<file path="src/rtl/agcgc_consts.vh">
// constants for the step-wise audio gain controller
`ifndef AGCGC_CONSTS_VH
`define AGCGC_CONSTS_VH

// mode-select decode {mode_select_high, mode_select_low}
`define AGCGC_MODE_OFF 2'b00
`define AGCGC_MODE_LIM 2'b01
`define AGCGC_MODE_CMP 2'b10
`define AGCGC_MODE_GATE 2'b11

// gain code counts 0.5 dB steps, code 0 = 0 dB
`define AGCGC_GAIN_W 6
`define AGCGC_GAIN_MAX 6'h3c
`define AGCGC_GAIN_FIXED 6'h12
`define AGCGC_STEPS_PER_6DB 12

// envelope and threshold levels, linear codes
`define AGCGC_ENV_W 16
`define AGCGC_LIMIT_LVL 16'h4000
`define AGCGC_GATE_LVL 16'h0040
`define AGCGC_NEAR_BAND 16'h0100
`define AGCGC_ENV_SHIFT 4

// timing figures in microseconds and the clock period in ns
`define AGCGC_CLK_NS 10
`define AGCGC_ATTACK_US 14084
`define AGCGC_RELEASE_US 822000
`define AGCGC_HOLD_US 0

// thermal trip level in degrees C
`define AGCGC_TEMP_W 8
`define AGCGC_TEMP_TRIP 8'h96

`endif

</file>
<file path="src/rtl/agcgc_top.v">
// step-wise automatic gain controller for a mono amplifier
// Summary of operation
// RL1 - gain decisions follow detected envelope, not samples
// RL2 - every adjustment moves gain one 0.5 dB step
// RL3 - near-constant envelope blocks gain raises
// RL4 - first overshoot cuts one step, restarts timers
// RL5 - no gain change while attack runs
// RL6 - attack expiry, still above limit: cut again
// RL7 - release expiry below target: raise one step
// RL8 - static mode pins: off, limit, compress, gate
// RL9 - target from envelope, limit, ratio, max gain; target here uses envelope, limit, ratio only
// RL10 - attack 14.084 ms, release 822 ms per 6 dB
// RL11 - gain saturates at its range limits
// RL12 - all parameters fixed constants, no registers
// RL13 - thermal trip above 150 C shuts off
// RL14 - noise gate stops gain rising in quiet
`timescale 1ns/10ps
`include "agcgc_consts.vh"

module agcgc_top #(
    parameter [31:0] ATTACK_CYC = (`AGCGC_ATTACK_US * 1000 / `AGCGC_CLK_NS)
        / `AGCGC_STEPS_PER_6DB,
    parameter [31:0] RELEASE_CYC = (`AGCGC_RELEASE_US * 1000 / `AGCGC_CLK_NS)
        / `AGCGC_STEPS_PER_6DB
) (
    input wire clk_sys, // system clock, 100 MHz
    input wire nrst, // async reset, active low
    input wire clk_en, // freezes all state but the reset release flops while low
    input wire [15:0] sample_mag, // input sample magnitude, same clock
    input wire sample_vld, // sample_mag holds a new value
    input wire mode_select_high, // mode pin from host, asynchronous
    input wire mode_select_low, // mode pin from host, asynchronous
    input wire [7:0] die_temp, // junction temperature, degrees C
    output reg [5:0] gain_code_r, // applied gain, 0.5 dB per code
    output reg gain_step_r, // pulse: gain moved one step
    output reg gain_dir_r, // 1 = last step was up
    output reg [1:0] mode_r, // decoded mode in force
    output reg limit_active_r, // envelope above limiter level
    output reg gate_active_r, // noise gate holding gain
    output reg amp_on_r // amplifier enabled, low on thermal trip
);

    ////////////////////////////////////////////////////////////////
    // reset release and constants

    // derived cycle counts, each at least one cycle
    localparam [31:0] ATT_N = (ATTACK_CYC == 0) ? 32'h1 : ATTACK_CYC; // [RL10]
    localparam [31:0] REL_N = (RELEASE_CYC == 0) ? 32'h1 : RELEASE_CYC; // [RL10]
    localparam [5:0] GMAX = `AGCGC_GAIN_MAX;
    localparam [15:0] LIMIT = `AGCGC_LIMIT_LVL;
    localparam [15:0] GATE = `AGCGC_GATE_LVL;
    localparam [15:0] BAND = `AGCGC_NEAR_BAND;

    reg rst_a_r;
    reg rst_b_r;
    wire rst_n = rst_b_r;

    // two-flop release so every flop leaves reset on one edge
    always @(posedge clk_sys or negedge nrst) begin
        if (!nrst) begin
            rst_a_r <= 1'b0;
            rst_b_r <= 1'b0;
        end else begin
            rst_a_r <= 1'b1;
            rst_b_r <= rst_a_r;
        end
    end

    ////////////////////////////////////////////////////////////////
    // mode pin synchronisers

    reg [1:0] ms1_r;
    reg [1:0] ms2_r;
    reg [1:0] ms3_r;

    // three stages; a change counts only when stage two and three agree
    always @(posedge clk_sys or negedge rst_n) begin
        if (!rst_n) begin
            ms1_r <= 2'h0;
            ms2_r <= 2'h0;
            ms3_r <= 2'h0;
        end else if (clk_en) begin
            ms1_r <= {mode_select_high, mode_select_low};
            ms2_r <= ms1_r;
            ms3_r <= ms2_r;
        end
    end

    ////////////////////////////////////////////////////////////////
    // envelope detector

    reg [15:0] env_r;
    reg [15:0] env_nxt;
    reg [15:0] env_prev_r;

    // peak follower: instant rise, slow exponential decay
    always @* begin
        env_nxt = env_r;
        if (sample_vld) begin
            if (sample_mag > env_r)
                env_nxt = sample_mag; // [RL1]
            else
                env_nxt = env_r - (env_r >> `AGCGC_ENV_SHIFT); // [RL1]
        end
    end

    always @(posedge clk_sys or negedge rst_n) begin
        if (!rst_n) begin
            env_r <= 16'h0;
        end else if (clk_en) begin
            env_r <= env_nxt;
        end
    end

    ////////////////////////////////////////////////////////////////
    // target computation

    // absolute difference, used for the stability band and target
    function [15:0] absdiff;
        input [15:0] a;
        input [15:0] b;
        begin
            absdiff = (a > b) ? (a - b) : (b - a);
        end
    endfunction

    // compression is in force in both the compress and gate modes
    function cmp_mode;
        input [1:0] m;
        begin
            cmp_mode = (m == `AGCGC_MODE_CMP) || (m == `AGCGC_MODE_GATE);
        end
    endfunction

    // the noise gate exists only in the top mode code
    function gate_mode;
        input [1:0] m;
        begin
            gate_mode = (m == `AGCGC_MODE_GATE);
        end
    endfunction

    // 2:1 ratio: the target moves half way from the limit toward env
    function [15:0] cmp_target;
        input [15:0] env;
        begin
            cmp_target = LIMIT - (absdiff(LIMIT, env) >> 1);
        end
    endfunction

    reg [15:0] tgt_lvl;
    wire above_lim = (env_r > LIMIT);
    wire gate_on = gate_mode(mode_r) && (env_r < GATE);
    wire settled = (absdiff(env_r, env_prev_r) < BAND);

    // target below which gain rises; compression halves the distance,
    // so quiet passages are lifted by less than the full gap
    always @* begin
        tgt_lvl = LIMIT;
        if (cmp_mode(mode_r))
            tgt_lvl = cmp_target(env_r); // [RL9]
    end

    wire below_tgt = (env_r < tgt_lvl) && !above_lim;
    wire want_up = below_tgt && !gate_on && !settled; // [RL3] [RL14]

    ////////////////////////////////////////////////////////////////
    // mode and step helpers

    // agc runs in every mode but the all-zero code
    function agc_mode;
        input [1:0] m;
        begin
            agc_mode = (m != `AGCGC_MODE_OFF); // [RL8]
        end
    endfunction

    // one 0.5 dB step either way; callers keep the code inside its range
    function [5:0] step_gain;
        input [5:0] g;
        input up;
        begin
            step_gain = up ? (g + 6'h1) : (g - 6'h1); // [RL2]
        end
    endfunction

    ////////////////////////////////////////////////////////////////
    // step decision

    reg [31:0] att_cnt_r;
    reg [31:0] rel_cnt_r;
    wire att_busy = (att_cnt_r != 32'h0);
    wire rel_done = (rel_cnt_r == 32'h1);
    wire agc_on = agc_mode(mode_r);
    wire at_floor = (gain_code_r == 6'h0);
    wire at_ceiling = (gain_code_r == GMAX);
    reg do_down;
    reg do_up;
    wire do_step = do_down | do_up;

    // attack only starts a cut when idle, and blocks while running;
    // a cut outranks a raise so an overload is never made worse
    always @* begin
        do_down = 1'b0;
        do_up = 1'b0;
        if (agc_on && amp_on_r) begin
            if (above_lim && !att_busy && !at_floor)
                do_down = 1'b1; // [RL4] [RL5] [RL6] [RL11]
            else if (!above_lim && rel_done && want_up && !at_ceiling)
                do_up = 1'b1; // [RL7] [RL11]
        end
    end

    ////////////////////////////////////////////////////////////////
    // status flags

    // mode only moves once two sync stages agree, so a pin edge that
    // lands near the clock cannot show a half-changed code
    always @(posedge clk_sys or negedge rst_n) begin
        if (!rst_n) begin
            mode_r <= 2'h0;
            amp_on_r <= 1'b0;
            limit_active_r <= 1'b0;
            gate_active_r <= 1'b0;
        end else if (clk_en) begin
            if (ms2_r == ms3_r)
                mode_r <= ms3_r; // [RL8]
            amp_on_r <= (die_temp <= `AGCGC_TEMP_TRIP); // [RL13]
            limit_active_r <= above_lim;
            gate_active_r <= gate_on;
        end
    end

    ////////////////////////////////////////////////////////////////
    // applied gain

    // agc off forces the fixed gain; a shutdown freezes the code
    // rather than resetting it, so recovery resumes where it was
    always @(posedge clk_sys or negedge rst_n) begin
        if (!rst_n) begin
            gain_code_r <= `AGCGC_GAIN_FIXED;
            gain_step_r <= 1'b0;
            gain_dir_r <= 1'b0;
        end else if (clk_en) begin
            gain_step_r <= do_step;
            if (!agc_on) begin
                gain_code_r <= `AGCGC_GAIN_FIXED; // [RL8] [RL12]
            end else if (do_step) begin
                gain_code_r <= step_gain(gain_code_r, do_up); // [RL2]
                gain_dir_r <= do_up;
            end
        end
    end

    ////////////////////////////////////////////////////////////////
    // attack timer

    // loaded by any step, then counts down to idle; hold is off so
    // no separate hold count is kept
    always @(posedge clk_sys or negedge rst_n) begin
        if (!rst_n) begin
            att_cnt_r <= 32'h0;
        end else if (clk_en) begin
            if (!agc_on)
                att_cnt_r <= 32'h0;
            else if (do_step)
                att_cnt_r <= ATT_N; // [RL4] [RL6] [RL7]
            else if (att_busy)
                att_cnt_r <= att_cnt_r - 32'h1; // [RL5]
        end
    end

    ////////////////////////////////////////////////////////////////
    // release timer

    // free running: reloads on a step and on its own expiry, so raises
    // repeat once per release interval while the envelope stays low and keeps moving
    always @(posedge clk_sys or negedge rst_n) begin
        if (!rst_n) begin
            rel_cnt_r <= 32'h0;
        end else if (clk_en) begin
            if (!agc_on || do_step || rel_done)
                rel_cnt_r <= REL_N; // [RL7]
            else if (rel_cnt_r > 32'h1)
                rel_cnt_r <= rel_cnt_r - 32'h1;
        end
    end

    ////////////////////////////////////////////////////////////////
    // stability reference

    // envelope is compared with its value at the last step or release
    // end; re-arming each interval keeps a slow drift from counting as change
    always @(posedge clk_sys or negedge rst_n) begin
        if (!rst_n) begin
            env_prev_r <= 16'h0;
        end else if (clk_en && agc_on && (do_step || rel_done)) begin
            env_prev_r <= env_r; // [RL3]
        end
    end

endmodule // agcgc_top

</file>
<file path="config.mk">
export PLATFORM = sky130hd
export DESIGN_NAME = agcgc_top
export DESIGN_NICKNAME = d
export VERILOG_FILES = /design/src/rtl/agcgc_top.v
export VERILOG_INCLUDE_DIRS = /design/src /design/src/rtl
export SDC_FILE = /design/constraint.sdc
export NUM_CORES = 1
export LEC_CHECK = 0
export BUFFER_PORTS_ARGS = -buffer_cell sky130_fd_sc_hd__buf_2
export CORE_MARGIN = 2
export CORE_UTILIZATION = 40
export CTS_CLUSTER_SIZE = 20
export DETAILED_ROUTE_END_ITERATION = 16
export PLACE_DENSITY = 0.68
export SYNTH_ARGS = -nofsm -noshare
export SYNTH_HDL_FRONTEND = slang
export SYNTH_SLANG_ARGS = --single-unit
</file>
<file path="constraint.sdc">
create_clock -name clk_sys -period 5.5 [get_ports clk_sys]
set_input_delay 0.275 -clock clk_sys [delete_from_list [all_inputs] [get_ports clk_sys]]
set_output_delay 0.275 -clock clk_sys [all_outputs]
set_load 0.02 [all_outputs]
</file>
Word level (Yosys, flattened, before mapping)
Cells that the tools add are included.
- mux-type cells: 17
- $lt $le $gt $ge: 9
- bitwise operators: 1
- equal/unequal tests: 7
- add/sub/neg operators: 10
- reductions and logical operators: 33
- operator list (cell ; number):
    2-to-1 mux 32 bit ; 5
    2-to-1 mux 16 bit ; 4
    subtractor 32 x 1 -> 32 bit, second input constant ; 2
    equality test 32 x 1 -> 1 bit, second input constant ; 1
    > comparator 16 bit ; 2
    > comparator 32 x 1 -> 1 bit, second input constant ; 1
    nonzero test 32 bit ; 1
    subtractor 16 bit ; 2
    2-to-1 mux 6 bit ; 3
    > comparator 15 x 16 -> 1 bit, first input constant ; 1
    > comparator 16 x 15 -> 1 bit, second input constant ; 1
    less-than comparator 16 bit ; 1
    less-than comparator 16 x 7 -> 1 bit, second input constant ; 1
    less-than comparator 16 x 9 -> 1 bit, second input constant ; 1
    subtractor 15 x 15 -> 16 bit, first input constant ; 1
    subtractor 15 x 16 -> 16 bit, first input constant ; 1
    subtractor 16 x 12 -> 16 bit ; 1
    subtractor 16 x 15 -> 16 bit, second input constant ; 1
    logical AND 1 bit ; 12
    AND reduction 2 bit ; 5
    less-or-equal comparator 8 bit, second input constant ; 1
    zero test 1 bit ; 7
    adder 6 x 1 -> 6 bit, second input constant ; 1
    equality test 6 bit, second input constant ; 1
    other kinds (11) ; 20
- logic and storage cells: 93
- bits in registers: 117
- output and inout port bits: 13

Longest topological paths before layout
Gate-level depths: netlist of the first run.
- word-level depth: 18
- depth in mapped cells: 31
- depth with buffers taken out: 30

Worst setup path before layout of the first run
OpenSTA, ideal clock, no wires.
- path kind: register -> register
- from: register env_r[14]
- to: register gain_code_r[5]
- setup time: 66 ps
- stages on the path, launching flop included: 31
- clock period less this slack: 5939 ps
- buffers on the path: 2
- data arrival time: 5873 ps
- path slack: -439 ps
- cells stage by stage: dfrtp_1 -> inv_1 -> ha_1 -> clkbuf_1 -> clkbuf_1 -> o31ai_1 -> xnor2_1 -> o2111ai_1 -> nor3_1 -> nand3_1 -> nor4_1 -> xor2_1 -> nor2_1 -> ha_1 -> nand4_1 -> or2_2 -> nor2_1 -> nor4_1 -> o211ai_1 -> nor4_2 -> o31ai_1 -> a31oi_4 -> inv_1 -> ha_1 -> a21o_1 -> a21oi_1 -> o21bai_1 -> a21oi_1 -> mux2_2 -> o21ai_0 -> a22o_1
- cells in the longest elaborated chain, start to end: 16
- elaborated cells on any way between the ends: 37
- those cells by class: 5 x add/sub; 6 x order compare; 1 x eq/ne; 11 x mux; 1 x bitwise; 13 x reduce/logical
- RTL lines (what ; line ; RTL):
    start, declared ; agcgc_top.v:92 ; reg [15:0] env_r;
    start signal, assigned ; agcgc_top.v:111 ; env_r <= env_nxt;
    subtractor 16 x 15 -> 16 bit (tied with other cells) ; agcgc_top.v:123 ; absdiff = (a > b) ? (a - b) : (b - a);
    2-to-1 mux 16 bit ; agcgc_top.v:123 ;
    subtractor 15 x 15 -> 16 bit ; agcgc_top.v:147 ; cmp_target = LIMIT - (absdiff(LIMIT, env) >> 1);
    2-to-1 mux 16 bit ; agcgc_top.v:160 ; if (cmp_mode(mode_r))
    less-than comparator 16 bit ; agcgc_top.v:164 ; wire below_tgt = (env_r < tgt_lvl) && !above_lim;
    logical AND 1 bit ; agcgc_top.v:164 ;
    logical AND 1 bit (2 in series) ; agcgc_top.v:165 ; wire want_up = below_tgt && !gate_on && !settled;
    logical AND 1 bit (2 in series) ; agcgc_top.v:209 ; else if (!above_lim && rel_done && want_up && !at_ceiling)
    2-to-1 mux 1 bit ; agcgc_top.v:209 ;
    2-to-1 mux 1 bit ; agcgc_top.v:207 ; if (above_lim && !att_busy && !at_floor)
    2-to-1 mux 1 bit ; agcgc_top.v:206 ; if (agc_on && amp_on_r) begin
    bitwise OR 1 bit or 2-to-1 mux 6 bit (tied branches) ; agcgc_top.v:199, agcgc_top.v:183 ;
    != test 2 x 1 -> 1 bit (no line) or 2-to-1 mux 6 bit (tied branches) ; n/a ;
    AND reduction 2 bit (no line) or 2-to-1 mux 6 bit (tied branches) ; n/a ;
    end signal, assigned ; agcgc_top.v:241 ; gain_code_r <= `AGCGC_GAIN_FIXED;
    end signal, assigned ; agcgc_top.v:247 ; gain_code_r <= `AGCGC_GAIN_FIXED;
    end signal, assigned ; agcgc_top.v:249 ; gain_code_r <= step_gain(gain_code_r, do_up);
    end, declared ; agcgc_top.v:34 ; output reg [5:0] gain_code_r,
Parallel ways exist; a longest one is shown, timed or not. The select of a mux whose other input is x is not followed.
A chain may end at the register's enable or synchronous reset.

Worst setup path after layout of the first run
- from: register env_r[4]
- to: register gain_code_r[5]
Same word-level chain as after synthesis.

==> results of run 1 <==
## sequential cells by signal, indices dropped and copies added (netlist names)
register,flops
gain_dir_r,1
limit_active_r,1
gate_active_r,1
rst_b_r,1
gain_step_r,1
env_prev_r,16
ms2_r,2
rst_a_r,1
rel_cnt_r,32
gain_code_r,6
env_r,16
ms3_r,2
amp_on_r,1
att_cnt_r,32
mode_r,2
ms1_r,2
## synthesized netlist by cell type, types with 15 or more instances
library cell	n	area share
nand2_1	117	0.048
nand4_1	15	0.010
nor2_1	92	0.038
nor4_1	19	0.013
nand3_1	24	0.013
a21o_1	20	0.016
or3_1	16	0.011
dfrtp_1	115	0.31
clkbuf_1	26	0.011
inv_1	70	0.029
xnor2_1	53	0.051
nor3_1	31	0.017
a21oi_1	63	0.034
ha_1	86	0.12
o21ai_0	94	0.051
## timing repair
action	in CTS	in global routing
gates resized for setup	8	24
endpoints found under the setup margin	1	2
setup buffers	4	7
hold endpoints to repair	2	0
hold buffers	1	0
pin swaps	6	25
## where the power goes
part	switching, W	internal, W	total (W)
combinational	0.00241	0.00172	0.00413
sequential	0.000261	0.00109	0.00135
clock	0.000454	0.000583	0.00104
## cell families after synthesis
family	Yosys count	share of synthesized area
flip-flops	117	0.320
AO/OA/AOI/OAI	298	0.209
adder cells (fa/ha/maj)	88	0.122
XOR/XNOR	67	0.0641
buffers and inverters	107	0.0455
AND/OR/NAND/NOR	388	0.213
other	1	0.000409
multiplexers	23	0.0265
## worst paths after layout
kind | startpoint | to | slack, ns | cells past startpoint
min | die_temp[7] | amp_on_r$_DFFE_PN0P_ | 0.04 | 2
max | env_r[4]$_DFFE_PN0P_ | gain_code_r[5]$_DFFE_PN0P_ | 0.11 | 28
max reg2reg | env_r[4]$_DFFE_PN0P_ | gain_code_r[5]$_DFFE_PN0P_ | 0.11 | 28
min in group asynchronous | nrst | rst_a_r$_DFF_PN0_ | 0.16 | 2
max in group asynchronous | rst_b_r$_DFF_PN0_ | env_prev_r[8]$_DFFE_PN0P_ | 3.87 | 1
min reg2reg | rst_a_r$_DFF_PN0_ | rst_b_r$_DFF_PN0_ | 0.36 | 0
## worst reg2reg max path: cells and delay by family (launching register included)
family                   cells  cell delay [ns]
AO/OA/AOI/OAI               11             1.81
AND/OR/NAND/NOR             11             1.77
adder cells (fa/ha/maj)      2             0.61
flip-flops                   1             0.40
multiplexers                 1             0.33
buffers and inverters        2             0.25
XOR/XNOR                     1             0.16
## area by class of cell
cell class | instances | area, µm² | share of cell area
clock buffers | 17 | 425 | 0.0396
clock inverters | 15 | 118 | 0.0109
inverters | 70 | 263 | 0.0245
multi-input cells | 865 | 6000 | 0.558
flip-flops and latches | 117 | 2930 | 0.273
well taps | 285 | 357 | 0.0332
repair buffers | 100 | 648 | 0.0603
## metal layers
layer	GRT usage	vias up	wire length [µm]
met4	0.0655	0	408
met3	0.0312	33	772
met5	0	-	0
met2	0.325	161	11000
met1	0.273	3904	11300
li1	-	4087	-
## metrics by stage
step	area, µm²	total power [W]
floorplan	9180	0.00417
global placement	9950	0.00522
detailed placement	9950	0.00529
CTS	10600	0.00641
global route	10700	0.00711
finish	10700	0.00651
## cell usage in the layout (no fill, tap or decap), types with 6 or more instances in the layout
cell       instances
a21o_1            20
o21ai_0           91
and3_1            13
buf_2             42
dfrtp_1          114
a31oi_1           10
nor4_1            15
xor2_1            14
or2_2              6
nor2_1            91
o22ai_1            7
nand3_1           24
a211oi_1           8
a21oi_1           60
ha_1              81
o31ai_1            9
o21a_1            11
mux2i_1           13
nor3_1            30
buf_4             57
mux2_2             9
nand2_1          115
clkbuf_16         17
nand4_1           15
nand3b_1           6
inv_6              7
o311ai_0           6
o211ai_1           8
nor2b_1            8
inv_1             66
or3_1             16
or4_1              7
xnor2_1           51
a21boi_0           8
==> reports/qor.csv, run 1 <==
stage;metric;value;unit
outcome;status;finished, final reports clean;
die;coreArea;22600;µm²
die;ioPinCount;43;
cells_and_area;nNetsFinal;1289;
route;drc;0;
global_route;first_global_vias;7922;
clock_tree;cts_buffers;17;
clock_tree;cts.path.max_buffers;2;
place;detailed_place_hpwl;17400;µm
logic_synthesis;yosysSeqAreaShare;0.320;
setup_path;cpPeakStageDelay;0.40;ns
logic_synthesis;syn_inst;1089;
power;ir_worst_vdd;0.381;mV
timing;final_max_slew_viol_count;0;
global_route;grt_pass1_wl;39300;µm
setup_path;critPathTopFamily;compound AO/OA/AOI/OAI gates;
timing;worstMarginPinSlew;1.04;ns
route;detail_route.vias_per_cell;5.57;
job;drv_cap;0;
power;p_leak;4.60;nW
cells_and_area;drive_above_1_share;0.174;
timing;rsz0062_at_grt;yes;
logic_synthesis;synth-main-ff-cell;dfrtp_1;
die;rows;55;
die;initial_core_util;0.406;
logic_synthesis;syn_avg_cell_area;8.41;µm²
logic_synthesis;synth_nets;1207;
place;gp_congestion;0.871;
timing;maxSlewHeadroom;0.304;
logic_synthesis;async_reset_ff_frac;1.00;
timing;skew;0.0140;ns
timing;finalSetupTns;0;ns
clock_tree;htree_num_levels;4;
logic_synthesis;synth_cell_types;74;
timing;finalHoldViolations;0;
place;place_worst_setup_slack;-0.0943;ns
logic_synthesis;syn_area;9160;µm²
power;p_per_area;606;nW/µm²
cells_and_area;fin_cells;1469;
cells_and_area;syn2layout_area_growth;17.2;%
cells_and_area;postLayoutCoreUtil;0.476;
global_route;grt_max_degree;69;
clock_tree;cts_tree;done;
setup_path;cp-end-kind;flop;
global_route;antenna_found_initial;0;
timing;max_freq;0.186;GHz
global_route;grt_overflow;0;
die;die_height;155;µm
route;drtAntennaViolNets;0;
setup_path;worstPathBufferInverterCount;2;
route;routedWlPerCell;15.9;µm
timing;post-route-period-util;0.979;
route;drt_pass1_iterations;7;
setup_path;critPathMaxFanout;3;
logic_synthesis;synth_edf_count;0;
timing;post-route-worst-setup-slack;0.114;ns
cells_and_area;fillCellCount;2127;
cells_and_area;antenna_cells;0;
place;dp.cells;1425;
die;dieArea;24100;µm²
clock_tree;cts.reportedPaths.clkPinSlew;0.06;ns
clock_tree;cts_root_buf;clkbuf_16;
timing;period_minus_slack;5.39;ns
timing;whs;0.0406;ns
route;drt_wl_total;23400;µm
worst_hold_path;min_path_type;in2reg;
clock_tree;cts.sinks;117;
setup_path;cp_slowest_cell;dfrtp_1;
setup_path;arrival;5.75;ns
setup_path;path_class;reg2reg;
timing;final-setup-viol-count;0;
clock_tree;clock_latency;0.43;ns
route;drt_iter0_drc;675;
die;chipWidth;155;µm
logic_synthesis;ys_seq_elements;117;
place;portBuffers;42;
logic_synthesis;yosysWarnings;0;
route;vias;8185;
setup_path;required;5.86;ns
setup_path;start_kind;flop;
global_route;grt_usage;0.200;
(Power assumes the default switching activity.)
==> run 2, diff against run 1 <==
--- a/config.mk
+++ b/config.mk
@@ -7,6 +7,7 @@
 export NUM_CORES = 1
 export LEC_CHECK = 0
 export BUFFER_PORTS_ARGS = -buffer_cell sky130_fd_sc_hd__buf_2
+export CORE_ASPECT_RATIO = 0.9
 export CORE_MARGIN = 2
 export CORE_UTILIZATION = 40
 export CTS_CLUSTER_SIZE = 20
==> reports/qor.csv, run 2 (synthesis gave the netlist of run 1 again) <==
stage;metric;value;unit;change
outcome;status;complete, but fails checks;;
outcome;violations;setup timing;;
route;detail_route.vias_per_cell;5.62;;+0.80%
timing;worstMarginPinSlew;1.09;ns;+0.0462 ns
route;vias;8307;;+1.5%
global_route;grt_overflow;0;;unchanged
global_route;grt_max_degree;66;;-4.3%
global_route;grt_usage;0.201;;+0.00141
die;initial_core_util;0.407;;+0.00108
die;rows;52;;-5.5%
global_route;first_global_vias;7964;;+0.53%
cells_and_area;reg.largest.list;att_cnt_r (32), rel_cnt_r (32);;
worst_hold_path;min_path_type;in2reg;;
cells_and_area;antenna_cells;0;;unchanged
route;drt_iter0_drc;629;;-6.8%
timing;final_max_slew_viol_count;0;;unchanged
clock_tree;cts.sinks;117;;unchanged
timing;maxSlewHeadroom;0.273;;-0.0309
route;drt_pass1_iterations;5;;-2
clock_tree;htree_num_levels;4;;unchanged
timing;finalHoldViolations;0;;unchanged
cells_and_area;final_cell_mix;nand2_1 (115), dfrtp_1 (114), nor2_1 (90);;
cells_and_area;drive_above_1_share;0.173;;-0.000552
timing;finalSetupTns;-0.0165;ns;-0.0165 ns
timing;period_minus_slack;5.52;ns;+0.131 ns
die;chipWidth;164;µm;+5.3%
power;p_per_area;615;nW/µm²;+1.5%
setup_path;path_class;reg2reg;;
clock_tree;cts.path.max_buffers;2;;unchanged
cells_and_area;syn2layout_area_growth;18.3;%;
setup_path;required;5.82;ns;-0.04 ns
route;routedWlPerCell;15.9;µm;about the same
route;drc;0;;unchanged
die;coreArea;22500;µm²;-0.27%
die;die_height;148;µm;-5.0%
global_route;grt_pass1_wl;39500;µm;+0.58%
setup_path;cp_slowest_cell;dfrtp_1;;
setup_path;critPathMaxFanout;4;;+1
clock_tree;clock_latency;0.43;ns;about the same
setup_path;critPathTopFamily;simple AND/OR/NAND/NOR gates;;
route;drtAntennaViolNets;0;;unchanged
setup_path;worstPathBufferInverterCount;3;;+1
timing;post-route-worst-setup-slack;-0.0165;ns;-0.131 ns
place;dp.cells;1437;;+0.84%
die;dieArea;24100;µm²;about the same
clock_tree;cts.reportedPaths.clkPinSlew;0.07;ns;about the same
setup_path;arrival;5.83;ns;+0.08 ns
timing;skew;0.0227;ns;+0.00874 ns
job;drv_cap;0;;unchanged
timing;final-setup-viol-count;1;;+1
place;gp_congestion;0.910;;+4.5%
die;ioPinCount;43;;unchanged
clock_tree;cts_tree;done;;
place;detailed_place_hpwl;17300;µm;-0.84%
timing;rsz0062_at_grt;yes;;
power;ir_worst_vdd;0.355;mV;-6.7%
timing;max_freq;0.181;GHz;-2.4%
cells_and_area;nNetsFinal;1287;;-0.16%
cells_and_area;fin_cells;1479;;+0.68%
cells_and_area;mostFrequentLayoutCell;nand2_1;;
setup_path;cpPeakStageDelay;0.40;ns;about the same
route;drt_wl_total;23600;µm;+0.69%
place;portBuffers;42;;unchanged
clock_tree;cts_buffers;17;;unchanged
clock_tree;cts_root_buf;clkbuf_16;;
setup_path;start_kind;flop;;
timing;post-route-period-util;1.00;;+0.0238
setup_path;cp-end-kind;flop;;
setup_path;r2r_setup_slack;-0.02;ns;-0.13 ns
power;p_leak;4.62;nW;+0.52%
global_route;antenna_found_initial;0;;unchanged
==> run 2: cell types whose count changed in the layout (fill, tap and decap cells not counted), sizes merged <==
cell / delta
clkinvlp: -3
clkinv: -1
bufinv: +2
buf: -2
inv: +2
==> run 2: what timing repair did <==
action                                 CTS  global route
endpoints found under the hold margin    2             0
hold buffers                             1             0
buffers inserted                         1             8
pin swaps                                4            23
gates resized for setup                  8            28
setup endpoints to repair                1             2
cloned                                   0             0
==> run 2: per-stage QoR <==
stage	total power (W)	cell area [µm²]	util	hold WS (ns)	setup slack [ns]
3_5_place_dp	0.00531	9960	0.443	0.0631	-0.142
2_1_floorplan	0.00417	9180	-	-0.0206	0.0140
3_3_place_gp	0.00522	9960	0.443	0.0621	0.119
4_1_cts	0.00653	10600	0.472	0.0224	0.0154
6_report	0.00666	10800	0.481	0.0239	-0.0165
5_1_grt	0.00727	10800	0.481	0.0352	-0.278
==> run 2: metal layers <==
metal | up-vias | wire (µm) | track usage | share of wire
met5 | - | 0 | 0 | 0
met4 | 0 | 237 | 0.0465 | 0.010
met3 | 21 | 1170 | 0.0368 | 0.050
met2 | 216 | 10700 | 0.318 | 0.45
met1 | 3988 | 11500 | 0.288 | 0.49
li1 | 4082 | - | - | -
==> run 2: power breakdown <==
part	switching [W]	internal, W	total [W]
sequential	0.000263	0.00109	0.00135
clock	0.000477	0.000689	0.00117
combinational	0.00243	0.00172	0.00415
==> run 2: worst paths after layout <==
path,start,end,cells past startpoint
worst min-delay path,die_temp[7],amp_on_r$_DFFE_PN0P_,2
worst max-delay path,env_r[5]$_DFFE_PN0P_,gain_code_r[5]$_DFFE_PN0P_,28
min in group asynchronous,nrst,rst_b_r$_DFF_PN0_,2
worst min register to register,rst_a_r$_DFF_PN0_,rst_b_r$_DFF_PN0_,0
max in group asynchronous,rst_b_r$_DFF_PN0_,rel_cnt_r[6]$_DFFE_PN0P_,1
worst max register to register,env_r[5]$_DFFE_PN0P_,gain_code_r[5]$_DFFE_PN0P_,28
==> run 2: final cells by class <==
cell class	count	area (µm²)
timing repair buffer	98	633
tap	297	372
multi-input combinational	865	6020
sequential	117	2930
clock buffer	17	425
inverter	70	265
clock inverter	15	184
fill	2137	11700
==> run 3, diff against run 2 <==
--- a/config.mk
+++ b/config.mk
@@ -12,7 +12,7 @@
 export CORE_UTILIZATION = 40
 export CTS_CLUSTER_SIZE = 20
 export DETAILED_ROUTE_END_ITERATION = 16
-export PLACE_DENSITY = 0.68
+export PLACE_DENSITY = 0.7
 export SYNTH_ARGS = -nofsm -noshare
 export SYNTH_HDL_FRONTEND = slang
 export SYNTH_SLANG_ARGS = --single-unit
==> constraint.sdc (replaced) <==
create_clock -name clk_sys -period 4.8 [get_ports clk_sys]
set_input_delay 0.24 -clock clk_sys [delete_from_list [all_inputs] [get_ports clk_sys]]
set_output_delay 0.24 -clock clk_sys [all_outputs]
set_load 0.02 [all_outputs]
==> reports/qor.csv, run 3 (synthesis gave the netlist of run 1 again) <==
stage;metric;value;unit;change
outcome;status;complete, but fails checks;;
outcome;violations;setup timing;;
route;routedWlPerCell;16.0;µm;+0.37%
clock_tree;cts.reportedPaths.clkPinSlew;0.06;ns;about the same
setup_path;required;5.15;ns;-0.67 ns
cells_and_area;antenna_cells;0;;unchanged
die;rows;52;;unchanged
cells_and_area;regArea;2930;µm²;unchanged
setup_path;cp_slowest_cell;or4_4;;
cells_and_area;syn2layout_area_growth;24.0;%;
global_route;grt_usage;0.204;;+0.00274
place;dp.cells;1478;;+2.9%
route;drt_pass1_iterations;6;;+1
setup_path;cp-end-kind;flop;;
power;p_leak;4.93;nW;+6.5%
clock_tree;cts_root_buf;clkbuf_16;;
route;drtAntennaViolNets;0;;unchanged
timing;final_max_slew_viol_count;0;;unchanged
setup_path;arrival;5.88;ns;+0.05 ns
setup_path;path_class;reg2reg;;
route;dr_wl_met3;1300;µm;+11%
timing;rsz0062_at_grt;yes;;
die;ioPinCount;43;;unchanged
clock_tree;cts_tree;done;;
power;ir_worst_vdd;0.367;mV;+3.3%
cells_and_area;multi_input_area;6080;µm²;+1.0%
timing;post-route-period-util;1.15;;+0.149
setup_path;cpPeakStageDelay;0.59;ns;+0.19 ns
clock_tree;cts_buffers;17;;unchanged
place;detailed_place_hpwl;17600;µm;+2.3%
power;p_per_area;701;nW/µm²;+14%
route;top_layer;met4;;
route;drt_wl_total;24500;µm;+4.0%
timing;final-setup-viol-count;38;;+37
cells_and_area;drive_above_1_share;0.214;;+0.0403
route;met2_length;11300;µm;+5.2%
route;drc;0;;unchanged
route;vias;8515;;+2.5%
die;die_height;148;µm;unchanged
global_route;grt_max_degree;63;;-4.5%
timing;max_freq;0.181;GHz;-0.24%
timing;finalHoldViolations;0;;unchanged
timing;whs;0.0576;ns;+0.0337 ns
cells_and_area;final_cell_mix;nand2_1 (114), dfrtp_1 (114), nor2_1 (89), buf_4 (89), ha_1 (82);;
global_route;grt_pass1_wl;40000;µm;+1.2%
die;chipWidth;164;µm;unchanged
cells_and_area;fin_cells;1532;;+3.6%
timing;worstMarginPinSlew;0.956;ns;-0.131 ns
place;gp_congestion;0.874;;-4.0%
clock_tree;cts.sinks;117;;unchanged
timing;post-route-worst-setup-slack;-0.730;ns;-0.713 ns
place;portBuffers;42;;unchanged
clock_tree;htree_num_levels;4;;unchanged
power;finalPower;0.00796;W;+19%
route;detail_route.vias_per_cell;5.56;;-1.0%
setup_path;critPathMaxFanout;4;;unchanged
timing;maxSlewHeadroom;0.357;;+0.0837
clock_tree;clock_latency;0.42;ns;about the same
clock_tree;cts.path.max_buffers;2;;unchanged
die;coreArea;22500;µm²;unchanged
global_route;antenna_found_initial;0;;unchanged
route;drt_iter0_drc;622;;-1.1%
cells_and_area;nNetsFinal;1340;;+4.1%
timing;skew;0.00816;ns;-0.0146 ns
die;dieArea;24100;µm²;unchanged
cells_and_area;reg.largest.list;att_cnt_r (32), rel_cnt_r (32);;
cells_and_area;fillCellCount;2073;;-3.0%
global_route;grt_overflow;0;;unchanged
setup_path;start_kind;flop;;
worst_hold_path;min_path_type;in2reg;;
route;met1Wirelength;11600;µm;+0.73%
die;initial_core_util;0.407;;unchanged
global_route;first_global_vias;8228;;+3.3%
timing;period_minus_slack;5.53;ns;+0.0133 ns
job;drv_cap;0;;unchanged
cells_and_area;postLayoutCoreUtil;0.505;;+0.0234
## run 3: changes by cell type in the layout (fill, tap and decap cells not counted), sizes merged
cell	delta
clkbuf	+2
bufinv	+1
clkinvlp	-1
dlygate4sd3	+1
inv	-6
a31oi	+1
clkinv	+4
buf	+51
## run 3: path summary, 6_finish.rpt
check,slack [ns],to,startpoint,depth (start not counted)
worst min-delay path,0.06,ms1_r[0]$_DFFE_PN0P_,mode_select_low,2
min in group asynchronous,0.13,rst_b_r$_DFF_PN0_,nrst,2
worst min register to register,0.35,rst_b_r$_DFF_PN0_,rst_a_r$_DFF_PN0_,0
worst max-delay path,-0.73,gain_code_r[5]$_DFFE_PN0P_,env_r[8]$_DFFE_PN0P_,26
worst max register to register,-0.73,gain_code_r[5]$_DFFE_PN0P_,env_r[8]$_DFFE_PN0P_,26
max in group asynchronous,3.15,env_prev_r[8]$_DFFE_PN0P_,rst_b_r$_DFF_PN0_,1
## run 3: power breakdown
part	total, W	switching [W]	internal, W
clock	0.00134	0.000505	0.000838
sequential	0.00152	0.000280	0.00124
combinational	0.00509	0.00289	0.00220
## run 3: metrics by stage
stage	setup TNS, ns	cell area (µm²)	setup slack [ns]
3_3_place_gp	-3.03	10300	-0.505
6_report	-19.23	11400	-0.730
5_1_grt	-28.66	11400	-1.00
3_5_place_dp	-5.86	10300	-0.674
4_1_cts	-8.70	11200	-0.744
2_1_floorplan	-0.773	9230	-0.575
## run 3: cell type report
type / instances / area share
clock buffer: 19 / 0.0390
clock inverter: 13 / 0.0152
inverter: 70 / 0.0233
multi-input combinational: 866 / 0.535
sequential: 117 / 0.258
tap: 297 / 0.0327
timing repair buffer: 150 / 0.0962
## run 3: what timing repair did
action                                  4_1_cts  5_1_grt
pin swaps                                    18       29
setup buffers                                13        7
endpoints found under the setup margin       38       40
hold endpoints to repair                      3        0
hold buffers                                  2        0
gates resized for setup                      20       56
gates cloned                                  1        2
## run 3: metal layers
layer / vias up / track usage
met5: - / 0
met4: 0 / 0.0557
met3: 29 / 0.0373
met2: 248 / 0.328
met1: 4032 / 0.283
li1: 4206 / -
## run 3: critical path, delay by kind of cell (launching register included)
kind	cells	cell delay (ns)
buffers and inverters	1	0.07
XOR/XNOR	2	0.40
adder cells (fa/ha/maj)	2	0.51
AO/OA/AOI/OAI	10	1.61
multiplexers	1	0.32
AND/OR/NAND/NOR	10	2.20
flip-flops	1	0.38
